$ cat src/phrb_pkg.sv
// Purpose: Shared constants and types of the host register bank.
// Assumes: Registers sit on APB, one 32-bit word per 8-bit index.
// Notes:   Byte address of a register is four times its index.
package phrb_pkg;

  // ---------------------------------------------------------------
  // Register indices
  // ---------------------------------------------------------------
  localparam logic [7:0] IDX_ERR_LOG   = 8'h04;
  localparam logic [7:0] IDX_POR_LOG   = 8'h05;
  localparam logic [7:0] IDX_POF_LOG   = 8'h06;
  localparam logic [7:0] IDX_STAT_PG   = 8'h08;
  localparam logic [7:0] IDX_STAT_WARN = 8'h09;
  localparam logic [7:0] IDX_STAT_OV   = 8'h0a;
  localparam logic [7:0] IDX_STAT_LIM  = 8'h0b;
  localparam logic [7:0] IDX_MEAS_A    = 8'h0c;
  localparam logic [7:0] IDX_MEAS_B    = 8'h0e;
  localparam logic [7:0] IDX_MEAS_C    = 8'h0f;
  localparam logic [7:0] IDX_GCLR      = 8'h14;
  localparam logic [7:0] IDX_HOST_LO   = 8'h20;
  localparam logic [7:0] IDX_HOST_HI   = 8'h2f;
  localparam logic [7:0] IDX_MODE      = 8'h2f;
  localparam logic [7:0] IDX_PW0       = 8'h37;
  localparam logic [7:0] IDX_PW1       = 8'h38;
  localparam logic [7:0] IDX_VEND_LO   = 8'h40;
  localparam logic [7:0] IDX_VEND_HI   = 8'h6f;

  // ---------------------------------------------------------------
  // Field positions and copy window
  // ---------------------------------------------------------------
  localparam int         GCLR_BIT   = 0;
  localparam int         SECURE_BIT = 2;
  localparam logic [3:0] COPY_N     = 4'he;
  localparam logic [5:0] COPY_SRC   = 6'h04;

  // Latched status bits that pull the power-ok output low.
  localparam logic [7:0] PF_MASK_PG  = 8'h6d;
  localparam logic [7:0] PF_MASK_WRN = 8'h20;
  localparam logic [7:0] PF_MASK_OV  = 8'hb0;
  localparam logic [7:0] PF_MASK_LIM = 8'h0b;

  // ---------------------------------------------------------------
  // Reset values
  // ---------------------------------------------------------------
  localparam logic [7:0]  BYTE_RST   = 8'h00;
  localparam logic [31:0] WORD_RST   = 32'h0000_0000;
  localparam logic        SECURE_RST = 1'b0;

  typedef enum logic [2:0] {
    FSM_COPY   = 3'b001,
    FSM_SETTLE = 3'b010,
    FSM_RUN    = 3'b100
  } phrb_fsm_t;

endpackage

$ cat src/phrb_regbank.sv
// Purpose: Host register bank of a DIMM power manager on APB.
// Assumes: rst_b is a power cycle; pers_rst_b clears persistent state.
// Notes:   Access phase takes two cycles; pready rises on the second.
//
// Added by the designer: register access over APB.
`timescale 1ns/1ps
module phrb_regbank
  import phrb_pkg::*;
#(
  parameter logic [15:0] PASSWORD = 16'h5a3c
) (
  input  wire logic        clk,
  input  wire logic        rst_b,
  input  wire logic        pers_rst_b,
  input  wire logic        psel,
  input  wire logic        penable,
  input  wire logic        pwrite,
  input  wire logic [11:0] paddr,
  input  wire logic [31:0] pwdata,
  output logic      [31:0] prdata,
  output logic             pready,
  output logic             pslverr,
  input  wire logic        vin_ov_raw,
  input  wire logic        crit_temp_raw,
  input  wire logic        hi_temp_raw,
  input  wire logic [2:0]  rail_pg_raw,
  input  wire logic        ldo18_pg_raw,
  input  wire logic [2:0]  rail_hicur_raw,
  input  wire logic [2:0]  rail_ov_raw,
  input  wire logic [2:0]  rail_ilim_raw,
  input  wire logic [2:0]  rail_uvlo_raw,
  input  wire logic        pec_err,
  input  wire logic        parity_err,
  input  wire logic        ibi_event,
  input  wire logic [7:0]  meas_a,
  input  wire logic [5:0]  meas_b,
  input  wire logic [5:0]  meas_c,
  input  wire logic [2:0]  por_err_code,
  output logic             status_alert_n,
  output logic             power_ok_out,
  output logic             secure_mode
);

  // ---------------------------------------------------------------
  // State
  // ---------------------------------------------------------------
  typedef struct packed {
    phrb_fsm_t       fsm;
    logic [3:0]      cnt;
    logic            pready;
    logic            pslverr;
    logic [31:0]     prdata;
    logic [3:0][7:0] stat;
    logic [7:0]      pw0;
    logic [7:0]      pw1;
    logic            secure;
    logic            alert_n;
    logic            pok;
  } phrb_state_t;

  typedef struct packed {
    logic [7:0] elog;
    logic [7:0] porlog;
    logic [7:0] poflog;
  } phrb_pers_t;

  phrb_state_t st, nx;
  phrb_pers_t  pl, pl_nx;

  function automatic logic in_rng(input logic [7:0] a,
                                  input logic [7:0] lo,
                                  input logic [7:0] hi);
    return (a >= lo) && (a <= hi);
  endfunction

  // ---------------------------------------------------------------
  // Monitor inputs
  // ---------------------------------------------------------------
  logic [18:0] mon;
  logic        s_vin_ov, s_crit, s_hi_temp, s_ldo18;
  logic [2:0]  s_pg, s_hicur, s_ov, s_ilim, s_uvlo;

  phrb_sync #(.W(19)) u_sync (
    .clk   (clk),
    .rst_b (rst_b),
    .d     ({vin_ov_raw, crit_temp_raw, hi_temp_raw, rail_pg_raw,
             ldo18_pg_raw, rail_hicur_raw, rail_ov_raw, rail_ilim_raw,
             rail_uvlo_raw}),
    .q     (mon)
  );

  assign {s_vin_ov, s_crit, s_hi_temp, s_pg, s_ldo18,
          s_hicur, s_ov, s_ilim, s_uvlo} = mon;

  // ---------------------------------------------------------------
  // Bus decode
  // ---------------------------------------------------------------
  logic [7:0] idx;
  logic       addr_ok, rd_phase, wr_done, rd_done, unlocked, in_vend, in_host;

  assign idx      = paddr[9:2];
  assign addr_ok  = (paddr[1:0] == 2'b00) && (paddr[11:10] == 2'b00) && (idx <= IDX_VEND_HI);
  assign rd_phase = psel && penable && !st.pready && (st.fsm == FSM_RUN);
  assign wr_done  = psel && penable && st.pready && pwrite && addr_ok;
  assign rd_done  = psel && penable && st.pready && !pwrite;
  assign unlocked = ({st.pw1, st.pw0} == PASSWORD);
  assign in_vend  = in_rng(idx, IDX_VEND_LO, IDX_VEND_HI);
  assign in_host  = in_rng(idx, IDX_HOST_LO, IDX_HOST_HI);

  // ---------------------------------------------------------------
  // Memories
  // ---------------------------------------------------------------
  logic       n_we, h_we, copying;
  logic [5:0] n_addr;
  logic [3:0] h_addr;
  logic [7:0] n_rd, h_wd, h_rd;

  assign copying = (st.fsm == FSM_COPY);
  assign n_addr  = copying ? 6'(COPY_SRC + 6'(st.cnt)) : idx[5:0];
  assign h_addr  = copying ? 4'(st.cnt - 4'h1) : idx[3:0];
  assign h_wd    = copying ? n_rd : pwdata[7:0];
  assign h_we    = (copying && (st.cnt != 4'h0)) || (wr_done && in_host && !st.secure);
  assign n_we    = wr_done && in_vend && unlocked && !st.secure;

  phrb_mem #(.AW(6), .DEPTH(64)) u_vendor (
    .clk   (clk),
    .rst_b (pers_rst_b),
    .we    (n_we),
    .addr  (n_addr),
    .wdata (pwdata[7:0]),
    .rdata (n_rd)
  );

  phrb_mem #(.AW(4), .DEPTH(16)) u_host (
    .clk   (clk),
    .rst_b (rst_b),
    .we    (h_we),
    .addr  (h_addr),
    .wdata (h_wd),
    .rdata (h_rd)
  );

  // ---------------------------------------------------------------
  // Status sources
  // ---------------------------------------------------------------
  logic [3:0][7:0] src;
  logic            gclr;

  always_comb begin
    src[0] = {1'b0, s_crit, ~s_pg[0], 1'b0, ~s_pg[1], ~s_pg[2], 1'b0, s_vin_ov};
    src[1] = {s_hi_temp, 1'b0, ~s_ldo18, 1'b0, s_hicur[0], 1'b0, s_hicur[1], s_hicur[2]};
    src[2] = {s_ov[0], 1'b0, s_ov[1], s_ov[2], pec_err, parity_err, ibi_event, 1'b0};
    src[3] = {s_ilim[0], 1'b0, s_ilim[1], s_ilim[2], s_uvlo[0], 1'b0, s_uvlo[1], s_uvlo[2]};
  end

  assign gclr = wr_done && (idx == IDX_GCLR) && pwdata[GCLR_BIT];

  // ---------------------------------------------------------------
  // Next state
  // ---------------------------------------------------------------
  always_comb begin
    nx         = st;
    nx.pready  = 1'b0;
    nx.pslverr = 1'b0;
    unique case (st.fsm)
      FSM_COPY: begin
        nx.cnt = 4'(st.cnt + 4'h1);
        if (st.cnt == COPY_N) begin
          nx.fsm = FSM_SETTLE;
        end
      end
      FSM_SETTLE: begin
        nx.fsm = FSM_RUN;
      end
      FSM_RUN: begin
        nx.fsm = FSM_RUN;
      end
    endcase
    nx.stat    = (gclr ? '0 : st.stat) | src;
    nx.alert_n = ~|nx.stat;
    nx.pok     = ~|{nx.stat[0] & PF_MASK_PG, nx.stat[1] & PF_MASK_WRN,
                    nx.stat[2] & PF_MASK_OV, nx.stat[3] & PF_MASK_LIM};
    if (wr_done && (idx == IDX_PW0)) begin
      nx.pw0 = pwdata[7:0];
    end
    if (wr_done && (idx == IDX_PW1)) begin
      nx.pw1 = pwdata[7:0];
    end
    if (wr_done && (idx == IDX_MODE) && !st.secure) begin
      nx.secure = pwdata[SECURE_BIT];
    end
    if (rd_phase) begin
      nx.pready  = 1'b1;
      nx.pslverr = !addr_ok;
      nx.prdata  = WORD_RST;
      if (addr_ok && !pwrite) begin
        unique case (idx)
          IDX_ERR_LOG:   nx.prdata[7:0] = pl.elog;
          IDX_POR_LOG:   nx.prdata[7:0] = pl.porlog;
          IDX_POF_LOG:   nx.prdata[7:0] = pl.poflog;
          IDX_STAT_PG:   nx.prdata[7:0] = st.stat[0];
          IDX_STAT_WARN: nx.prdata[7:0] = st.stat[1];
          IDX_STAT_OV:   nx.prdata[7:0] = st.stat[2];
          IDX_STAT_LIM:  nx.prdata[7:0] = st.stat[3];
          IDX_MEAS_A:    nx.prdata[7:0] = meas_a;
          IDX_MEAS_B:    nx.prdata[5:0] = meas_b;
          IDX_MEAS_C:    nx.prdata[5:0] = meas_c;
          default: begin
            if (in_host) begin
              nx.prdata[7:0] = h_rd;
            end else if (in_vend && unlocked) begin
              nx.prdata[7:0] = n_rd;
            end
          end
        endcase
      end
    end
  end

  // ---------------------------------------------------------------
  // Persistent logs
  // ---------------------------------------------------------------
  logic buck_flt;

  assign buck_flt = |{s_ov, s_uvlo};

  always_comb begin
    pl_nx      = pl;
    pl_nx.elog = pl.elog | {buck_flt | s_vin_ov | s_crit, buck_flt, s_vin_ov, s_crit, 4'h0};
    pl_nx.poflog = pl.poflog | {s_uvlo[0], 1'b0, s_uvlo[1], s_uvlo[2], s_ov[0], 1'b0, s_ov[1], s_ov[2]};
    if (copying && (st.cnt == COPY_N)) begin
      pl_nx.porlog = {1'b0, ~s_pg[0], 1'b0, ~s_pg[1], ~s_pg[2], por_err_code};
    end
  end

  // ---------------------------------------------------------------
  // Registers
  // ---------------------------------------------------------------
  always_ff @(posedge clk or negedge rst_b) begin
    if (!rst_b) begin
      st         <= '0;
      st.fsm     <= FSM_COPY;
      st.secure  <= SECURE_RST;
      st.alert_n <= 1'b1;
      st.pok     <= 1'b1;
    end else begin
      st <= nx;
    end
  end

  // Logs ride a separate reset so a power cycle does not clear them; the POR log is reloaded at the end of the copy.
  always_ff @(posedge clk or negedge pers_rst_b) begin
    if (!pers_rst_b) begin
      pl <= {BYTE_RST, BYTE_RST, BYTE_RST};
    end else begin
      pl <= pl_nx;
    end
  end

  assign prdata         = st.prdata;
  assign pready         = st.pready;
  assign pslverr        = st.pslverr;
  assign status_alert_n = st.alert_n;
  assign power_ok_out   = st.pok;
  assign secure_mode    = st.secure;
endmodule // phrb_regbank

$ cat src/phrb_sync.sv
// Purpose: Three-stage synchroniser with agreement filter.
// Assumes: Inputs are asynchronous monitor levels.
// Notes:   Output moves only when stages two and three agree.
`timescale 1ns/1ps
module phrb_sync #(
  parameter int W = 1
) (
  input  wire logic         clk,
  input  wire logic         rst_b,
  input  wire logic [W-1:0] d,
  output logic      [W-1:0] q
);

  typedef struct packed {
    logic [W-1:0] s1;
    logic [W-1:0] s2;
    logic [W-1:0] s3;
    logic [W-1:0] q;
  } phrb_sync_t;

  phrb_sync_t st;
  phrb_sync_t nx;

  always_comb begin
    nx    = st;
    nx.s1 = d;
    nx.s2 = st.s1;
    nx.s3 = st.s2;
    nx.q  = (~(st.s2 ^ st.s3) & st.s2) | ((st.s2 ^ st.s3) & st.q);
  end

  always_ff @(posedge clk or negedge rst_b) begin
    if (!rst_b) begin
      st <= '0;
    end else begin
      st <= nx;
    end
  end

  assign q = st.q;

endmodule // phrb_sync

$ cat src/phrb_mem.sv
// Purpose: Small byte memory with registered read data.
// Assumes: One port; read and write share the address.
// Notes:   Cleared only by its own reset input.
`timescale 1ns/1ps
module phrb_mem #(
  parameter int AW    = 6,
  parameter int DEPTH = 64
) (
  input  wire logic          clk,
  input  wire logic          rst_b,
  input  wire logic          we,
  input  wire logic [AW-1:0] addr,
  input  wire logic [7:0]    wdata,
  output logic      [7:0]    rdata
);

  typedef struct packed {
    logic [DEPTH-1:0][7:0] mem;
    logic [7:0]            rd;
  } phrb_mem_t;

  phrb_mem_t st;
  phrb_mem_t nx;

  always_comb begin
    nx    = st;
    nx.rd = st.mem[addr];
    if (we) begin
      nx.mem[addr] = wdata;
    end
  end

  always_ff @(posedge clk or negedge rst_b) begin
    if (!rst_b) begin
      st <= '0;
    end else begin
      st <= nx;
    end
  end

  assign rdata = st.rd;

endmodule // phrb_mem

$ cat config.mk
export PLATFORM = sky130hd
export DESIGN_NAME = phrb_regbank
export DESIGN_NICKNAME = d
export VERILOG_FILES = /design/src/phrb_pkg.sv /design/src/phrb_regbank.sv /design/src/phrb_sync.sv /design/src/phrb_mem.sv
export SDC_FILE = /design/constraint.sdc
export NUM_CORES = 1
export LEC_CHECK = 0
export BUFFER_PORTS_ARGS = -buffer_cell sky130_fd_sc_hd__buf_2
export CORE_AREA = 2 2 232 234
export DETAILED_ROUTE_END_ITERATION = 10
export DIE_AREA = 0 0 234 236
export PLACE_DENSITY_LB_ADDON = 0.2
export SYNTH_ARGS = -nofsm -noshare
export SYNTH_HDL_FRONTEND = slang
export SYNTH_SLANG_ARGS = --single-unit
$ cat constraint.sdc
create_clock -name clk -period 6.6 [get_ports clk]
set_clock_uncertainty 0.05 [all_clocks]
set_input_delay 0.99 -clock clk [delete_from_list [all_inputs] [get_ports clk]]
set_output_delay 0.99 -clock clk [all_outputs]
set_load 0.01 [all_outputs]
# After elaboration in Yosys (flattened, before gate mapping)
# Cells that the tools add are included.
# Widths: inputs -> output; s select.
[totals] reg_bits=822 elab_cells=212 output_inout_bits=37 inputBits=95
[op_classes] n_mux=22 n_eq_ne=20 n_lt_le_gt_ge=8 n_bitwise=14 reduce_logical=42 n_addsub=3
[ops] cell="$bwmux 512" n=1
[ops] cell="$bwmux 128" n=1
[ops] cell="$mux 8" n=8
[ops] cell="$pmux 6 s10" n=1
[ops] cell="$eq 8x4->1 const B" n=7
[ops] cell="$bmux 8 s6" n=1
[ops] cell="$demux 8 s6" n=1
[ops] cell="$and 19x19->19" n=2
[ops] cell="$mux 34" n=1
[ops] cell="$bmux 8 s4" n=1
[ops] cell="$demux 8 s4" n=1
[ops] cell="$mux 32" n=1
[ops] cell="$or 32x32->32" n=1
[ops] cell="$reduce_or 32->1" n=1
[ops] cell="$logic_and 1x1->1" n=27
[ops] cell="$eq 8x3->1 const B" n=3
[ops] cell="$eq 8x6->1 const B" n=3
[ops] cell="$not 19->19" n=1
[ops] cell="$or 19x19->19" n=1
[ops] cell="$xor 19x19->19" n=1
[ops] cell="$pmux 2 s9" n=1
[ops] cell="$eq 16x15->1 const B" n=1
[ops] cell="$or 8x8->8" n=2
[ops] cell="$reduce_or 12->1" n=1
[ops] cell="other kinds (29)" n=40

# Longest topological paths before layout
[logic_depth] word_depth=10 depth_mapped=11 depth_no_buf=8

# By module
# A second synthesis with hierarchy kept.
[unflattened] hier_cells=2700 area_unflattened_um2=36826.6
[modules_own_cells] mod="phrb_mem at u_vendor" cells_per_inst=1753 seq_area_each_um2=13012.5 instances=1 area_each_um2=23845.4
[modules_own_cells] mod="phrb_mem at u_host" cells_per_inst=381 seq_area_each_um2=3403.3 instances=1 area_each_um2=6102.1
[modules_own_cells] mod="phrb_regbank" cells_per_inst=452 seq_area_each_um2=2105.8 instances=1 area_each_um2=4620.7
[modules_own_cells] mod="phrb_sync" cells_per_inst=114 seq_area_each_um2=1901.8 instances=1 area_each_um2=2258.4

# Worst setup path after synthesis
# OpenSTA, ideal clock, no wires.
[synth_path] kind="input -> register" startpoint="in paddr[11]" endpoint="reg u_vendor.st[264] (netlist bit)" t_arrival_ps=3063 required_ps=6425 slack_ps=3363 cell_stages=6 setup_time_ps=125 path_buffers=0 cell_sequence="or4_4 > a311oi_4 > nand3_2 > nor4_4 > nand2_2 > mux2_2"
[synth_between] elab_chain_cells=7
[synth_rtl] element="start: declaration" line="phrb_regbank.sv:18" source="input wire logic [11:0] paddr,"
[synth_rtl] element="$logic_not 2->1" line="phrb_regbank.sv:102" source="assign addr_ok = (paddr[1:0] == 2'b00) && (paddr[11:10] == 2'b00) && (idx <= IDX_VEND_HI);"
[synth_rtl] element="$logic_and 1x1->1 (2 in a row)" line="phrb_regbank.sv:102"
[synth_rtl] element="$logic_and 1x1->1" line="phrb_regbank.sv:104" source="assign wr_done = psel && penable && st.pready && pwrite && addr_ok;"
[synth_rtl] element="$logic_and 1x1->1 (3 in a row)" line="phrb_regbank.sv:123" source="assign n_we = wr_done && in_vend && unlocked && !st.secure;"
[synth_rtl] element="end signal: assignment" line="phrb_mem.sv:37" source="st <= nx;"
[synth_rtl] element="end: declaration" line="phrb_mem.sv:22" source="phrb_mem_t st;"
# Every way passes these cells.
# A chain may end at the register's enable or synchronous reset.

==> impl_metrics.prom <==
# TYPE chip_impl_metric gauge
chip_impl_metric{name="timing.hold.worst_path_depth",unit=""} 0
chip_impl_metric{name="synth.ff_latch_count",unit=""} 816
chip_impl_metric{name="detail_route.vias_per_cell",unit=""} 6.467
chip_impl_info{name="endpoint_kind",value="flip-flop"} 1
chip_impl_metric{name="replace_congestion",unit=""} 0.8821
chip_impl_info{name="setup.worst_path.class",value="flip-flop to flip-flop"} 1
chip_impl_metric{name="cp.arrival",unit="ns"} 4.45
chip_impl_metric{name="syn2layout_area_growth",unit="%"} 9.808
chip_impl_metric{name="synth_seq_area_share",unit=""} 0.6021
chip_impl_metric{name="grt.overflow.total",unit=""} 0
chip_impl_info{name="grt_setup_unrepaired",value="no"} 1
chip_impl_metric{name="grt_first_pass_wirelength",unit="mm"} 123.4
chip_impl_info{name="worstReg2RegEnd",value="u_vendor.rdata[0]"} 1
chip_impl_metric{name="syn-cell-area",unit="sq um"} 33920
chip_impl_metric{name="vias",unit=""} 20440
chip_impl_metric{name="path_clk_slew",unit="ns"} 0.07
chip_impl_metric{name="syn_avg_cell_area",unit="sq um"} 13.66
chip_impl_metric{name="slew_violations",unit=""} 0
chip_impl_metric{name="postSynthCellCount",unit=""} 2483
chip_impl_metric{name="routed_wire_length_per_instance",unit="microns"} 24.72
chip_impl_info{name="synth.largest_area_cell",value="sky130_fd_sc_hd__dfrtp_1"} 1
chip_impl_metric{name="net_total_in_the_final_layout",unit=""} 2500
chip_impl_metric{name="async_flop_share",unit=""} 1.000
chip_impl_metric{name="worst_skew_pair.late_latency",unit="ns"} 0.63
chip_impl_info{name="final_common_cell",value="sky130_fd_sc_hd__dfrtp_1"} 1
chip_impl_metric{name="slew-limit-headroom",unit=""} 0.2439
chip_impl_metric{name="post_cts_buffers",unit=""} 0
chip_impl_metric{name="ys.warnings.count",unit=""} 0
chip_impl_metric{name="cts-root-to-sink-buffers",unit=""} 3
chip_impl_metric{name="antenna_found_initial",unit=""} 1
chip_impl_metric{name="r2r_setup_slack",unit="ns"} 2.53
chip_impl_info{name="hp_class",value="flip-flop to flip-flop"} 1
chip_impl_metric{name="netlist.area_leader.share",unit=""} 0.5998
chip_impl_metric{name="drive_above_1_share",unit=""} 0.3680
chip_impl_metric{name="setup_viol",unit=""} 0
chip_impl_info{name="worstReg2RegStart",value="st[89]"} 1
chip_impl_info{name="clk_root_buffer_cell",value="sky130_fd_sc_hd__clkbuf_16"} 1
chip_impl_metric{name="postRouteAntennaNets",unit=""} 0
chip_impl_metric{name="fp.dieArea",unit="sq um"} 55220
chip_impl_metric{name="worst_max_slew_pin_slew",unit="ns"} 1.125
chip_impl_metric{name="max_freq",unit="MHz"} 245.8
chip_impl_metric{name="cp_data_required_time",unit="ns"} 6.98
chip_impl_metric{name="period_needed",unit="ns"} 4.069
chip_impl_metric{name="crit_path_max_fanout",unit=""} 29
chip_impl_metric{name="final_hold_viol_count",unit=""} 0
chip_impl_metric{name="ys_types",unit=""} 64
chip_impl_metric{name="boundaryPins",unit=""} 132
chip_impl_metric{name="finalWirelength",unit="mm"} 78.12
chip_impl_metric{name="core_region_area",unit="sq um"} 53070
chip_impl_metric{name="clock_power_share",unit=""} 0.471
chip_impl_metric{name="detail_route.iter0.violations",unit=""} 1804
chip_impl_info{name="start_kind",value="flip-flop"} 1
chip_impl_metric{name="p_leak",unit="nW"} 17.76
chip_impl_metric{name="firstDrtPassIters",unit=""} 6
chip_impl_info{name="cts_tree",value="done"} 1
chip_impl_metric{name="power_report.internal_total",unit="mW"} 8.020
chip_impl_info{name="outcome",value="finished clean"} 1
chip_impl_metric{name="grt_pass1_vias",unit=""} 21670
chip_impl_metric{name="die_y",unit="microns"} 236
chip_impl_info{name="most-common-layout-cells",value="sky130_fd_sc_hd__dfrtp_1 (813), sky130_fd_sc_hd__mux2_2 (535), sky130_fd_sc_hd__a22oi_1 (135), sky130_fd_sc_hd__nand2_1 (101), sky130_fd_sc_hd__clkbuf_16 (85)"} 1
chip_impl_metric{name="power.share.combinational",unit=""} 0.035
chip_impl_info{name="synth-main-ff-cell",value="sky130_fd_sc_hd__dfrtp_1"} 1
chip_impl_metric{name="power.share.switching",unit=""} 0.2180
chip_impl_metric{name="num_rows",unit=""} 85
chip_impl_metric{name="power_switching",unit="mW"} 2.235
chip_impl_metric{name="die_width",unit="microns"} 234
chip_impl_metric{name="io_buffers",unit=""} 83
chip_impl_metric{name="detail_route.drc_violations",unit=""} 0
chip_impl_metric{name="vdd_ir_drop_max",unit="mV"} 0.1977
chip_impl_metric{name="final_core_utilization",unit=""} 0.7019
chip_impl_metric{name="powerDensity",unit="nW/um^2"} 275.3
chip_impl_metric{name="cts_repair_resize_count",unit=""} 0
chip_impl_metric{name="cts.hold.buffers_added",unit=""} 0
chip_impl_metric{name="cts.sinks",unit=""} 816
chip_impl_metric{name="timing.reg2reg.worst_path_depth",unit=""} 7
chip_impl_info{name="yosys-top-cells-area",value="sky130_fd_sc_hd__dfrtp_1 (60%), sky130_fd_sc_hd__mux2_2 (18%), sky130_fd_sc_hd__a22oi_1 (3.0%)"} 1
chip_impl_metric{name="dp_hpwl",unit="mm"} 47.02
chip_impl_metric{name="initial_utilization",unit=""} 0.6392
chip_impl_metric{name="share_seq_of_total_power",unit=""} 0.494
chip_impl_metric{name="numCtsBuffers",unit=""} 80
chip_impl_metric{name="overall_global_routing_resource_usage",unit=""} 0.2901
chip_impl_info{name="holdCritStartpoint",value="u_sync.nx[44]"} 1
chip_impl_metric{name="final_period_utilization",unit=""} 0.6165
chip_impl_metric{name="htree_num_levels",unit=""} 3
chip_impl_metric{name="final.setup.tns",unit="ns"} 0
chip_impl_metric{name="pin_count_of_the_biggest_net_entering_global_routing",unit=""} 195
chip_impl_info{name="hold-path-endpoint",value="u_sync.nx[25]"} 1
chip_impl_metric{name="drv_cap",unit=""} 0
chip_impl_metric{name="synth_edf_count",unit=""} 0
-- final cells by class --
class | instances | area, sq um
Sequential cell | 816 | 20420
Clock buffer | 112 | 2379
Fill cell | 3413 | 15820
Inverter | 7 | 26.28
Multi-Input combinational cell | 1378 | 12340
Clock inverter | 32 | 437.9
Tap cell | 696 | 870.8
Timing Repair Buffer | 117 | 765.7
Antenna cell | 2 | 5.005
-- power groups by stage --
| stage | Clock [mW] | Combinational, mW | Sequential, mW |
|---|---|---|---|
| 3_5_place_dp | 0 | 0.364 | 5.15 |
| 5_1_grt | 5.12 | 0.400 | 5.06 |
| 4_1_cts | 4.90 | 0.367 | 5.06 |
| 2_1_floorplan | 0 | 0.162 | 5.14 |
| 6_report | 4.83 | 0.364 | 5.06 |
| 3_3_place_gp | 0 | 0.353 | 5.15 |
-- per-stage QoR --
stage	power [mW]	hold slack [ns]	instances	setup slack, ns	area, sq um
6_report	10.26	0.2885	3160	2.531	37250
5_1_grt	10.58	0.3050	3159	2.386	37240
4_1_cts	10.33	0.2979	3158	2.516	37240
3_5_place_dp	5.516	0.2847	3014	2.285	34430
3_3_place_gp	5.504	0.2823	3014	2.318	34430
2_1_floorplan	5.305	0.2812	2506	3.363	34010
-- critical path, cell delays in order, from the launching register on --
cell	delay, ns
sky130_fd_sc_hd__dfstp_2	0.57
sky130_fd_sc_hd__or3b_2	0.75
sky130_fd_sc_hd__mux2_2	0.66
sky130_fd_sc_hd__buf_4	0.36
sky130_fd_sc_hd__a221oi_1	0.29
sky130_fd_sc_hd__a31oi_1	0.22
sky130_fd_sc_hd__nor4_1	0.71
sky130_fd_sc_hd__nand3_1	0.21
-- state kept, by name (all words and copies together) (netlist names), named ones only --
name	flops
secure_mode	1
u_vendor.st	512
u_sync.st	19
pslverr	1
status_alert_n	1
st	55
u_sync.nx	38
prdata	8
pready	1
pl	16
u_vendor.rdata	8
u_host.st	128
power_ok_out	1
u_host.rdata	8
-- Yosys cell counts, types with 2 or more instances --
master / count
sky130_fd_sc_hd__a22oi_1: 135
sky130_fd_sc_hd__a31oi_1: 62
sky130_fd_sc_hd__nand4_1: 7
sky130_fd_sc_hd__ha_1: 5
sky130_fd_sc_hd__mux2i_1: 11
sky130_fd_sc_hd__clkbuf_1: 237
sky130_fd_sc_hd__or3b_2: 6
sky130_fd_sc_hd__a22o_1: 67
sky130_fd_sc_hd__nor3b_1: 4
sky130_fd_sc_hd__o31ai_1: 2
sky130_fd_sc_hd__buf_2: 24
sky130_fd_sc_hd__a21oi_1: 24
sky130_fd_sc_hd__nor2_2: 12
sky130_fd_sc_hd__a222oi_1: 3
sky130_fd_sc_hd__nand4b_1: 2
sky130_fd_sc_hd__nor2b_1: 6
sky130_fd_sc_hd__and2_1: 19
sky130_fd_sc_hd__nor4b_1: 2
sky130_fd_sc_hd__a211oi_1: 9
sky130_fd_sc_hd__or4_1: 5
sky130_fd_sc_hd__nand3b_1: 4
sky130_fd_sc_hd__or2_2: 9
sky130_fd_sc_hd__nor2_1: 32
sky130_fd_sc_hd__a21o_1: 22
sky130_fd_sc_hd__dfrtp_1: 813
sky130_fd_sc_hd__nand2_2: 40
sky130_fd_sc_hd__o21ai_0: 12
sky130_fd_sc_hd__buf_4: 35
sky130_fd_sc_hd__mux4_2: 36
sky130_fd_sc_hd__mux2_2: 535
sky130_fd_sc_hd__nand2b_1: 2
sky130_fd_sc_hd__inv_1: 7
sky130_fd_sc_hd__nand2_1: 101
sky130_fd_sc_hd__a221oi_1: 71
sky130_fd_sc_hd__nand3_1: 35
sky130_fd_sc_hd__buf_1: 9
sky130_fd_sc_hd__nor3_1: 10
sky130_fd_sc_hd__maj3_1: 19
sky130_fd_sc_hd__nor4_1: 15
sky130_fd_sc_hd__xnor2_1: 6
sky130_fd_sc_hd__nor4bb_1: 3
sky130_fd_sc_hd__dfstp_2: 3
-- cells by family after synthesis --
| group | Yosys count | synth area share |
|---|---|---|
| DFF | 816 | 0.6021 |
| muxes | 582 | 0.2048 |
| AOI/OAI and AO/OA | 419 | 0.09402 |
| and+or+nand+nor | 323 | 0.05072 |
| buffers and inverters | 312 | 0.03928 |
| adders and majority gates | 24 | 0.007451 |
| xor gates and xnor gates | 6 | 0.001549 |
| other | 1 | 0.0001106 |
-- worst max-delay path by stage --
stage | from | end | slack (ns) | depth (start not counted)
finish | st[89] | u_vendor.rdata[0] | 2.53 | 7
global route | st[89] | u_vendor.rdata[0] | 2.39 | 9
CTS | st[89] | u_vendor.rdata[0] | 2.52 | 7
detailed placement | paddr[9] | u_vendor.st[268] | 2.29 | 8
global placement | paddr[3] | u_vendor.rdata[5] | 2.32 | 8
floorplan | paddr[11] | u_vendor.st[264] | 3.36 | 6
-- routing by layer --
metal  global-route usage  wire (microns)  vias up
met4               0.1047            2219        0
met3              0.04473            4576      133
met5                    0               0        -
li1                     -               -     8831
met2               0.4482           36930      704
met1               0.4222           34390    10770
(Power assumes the default switching activity.)
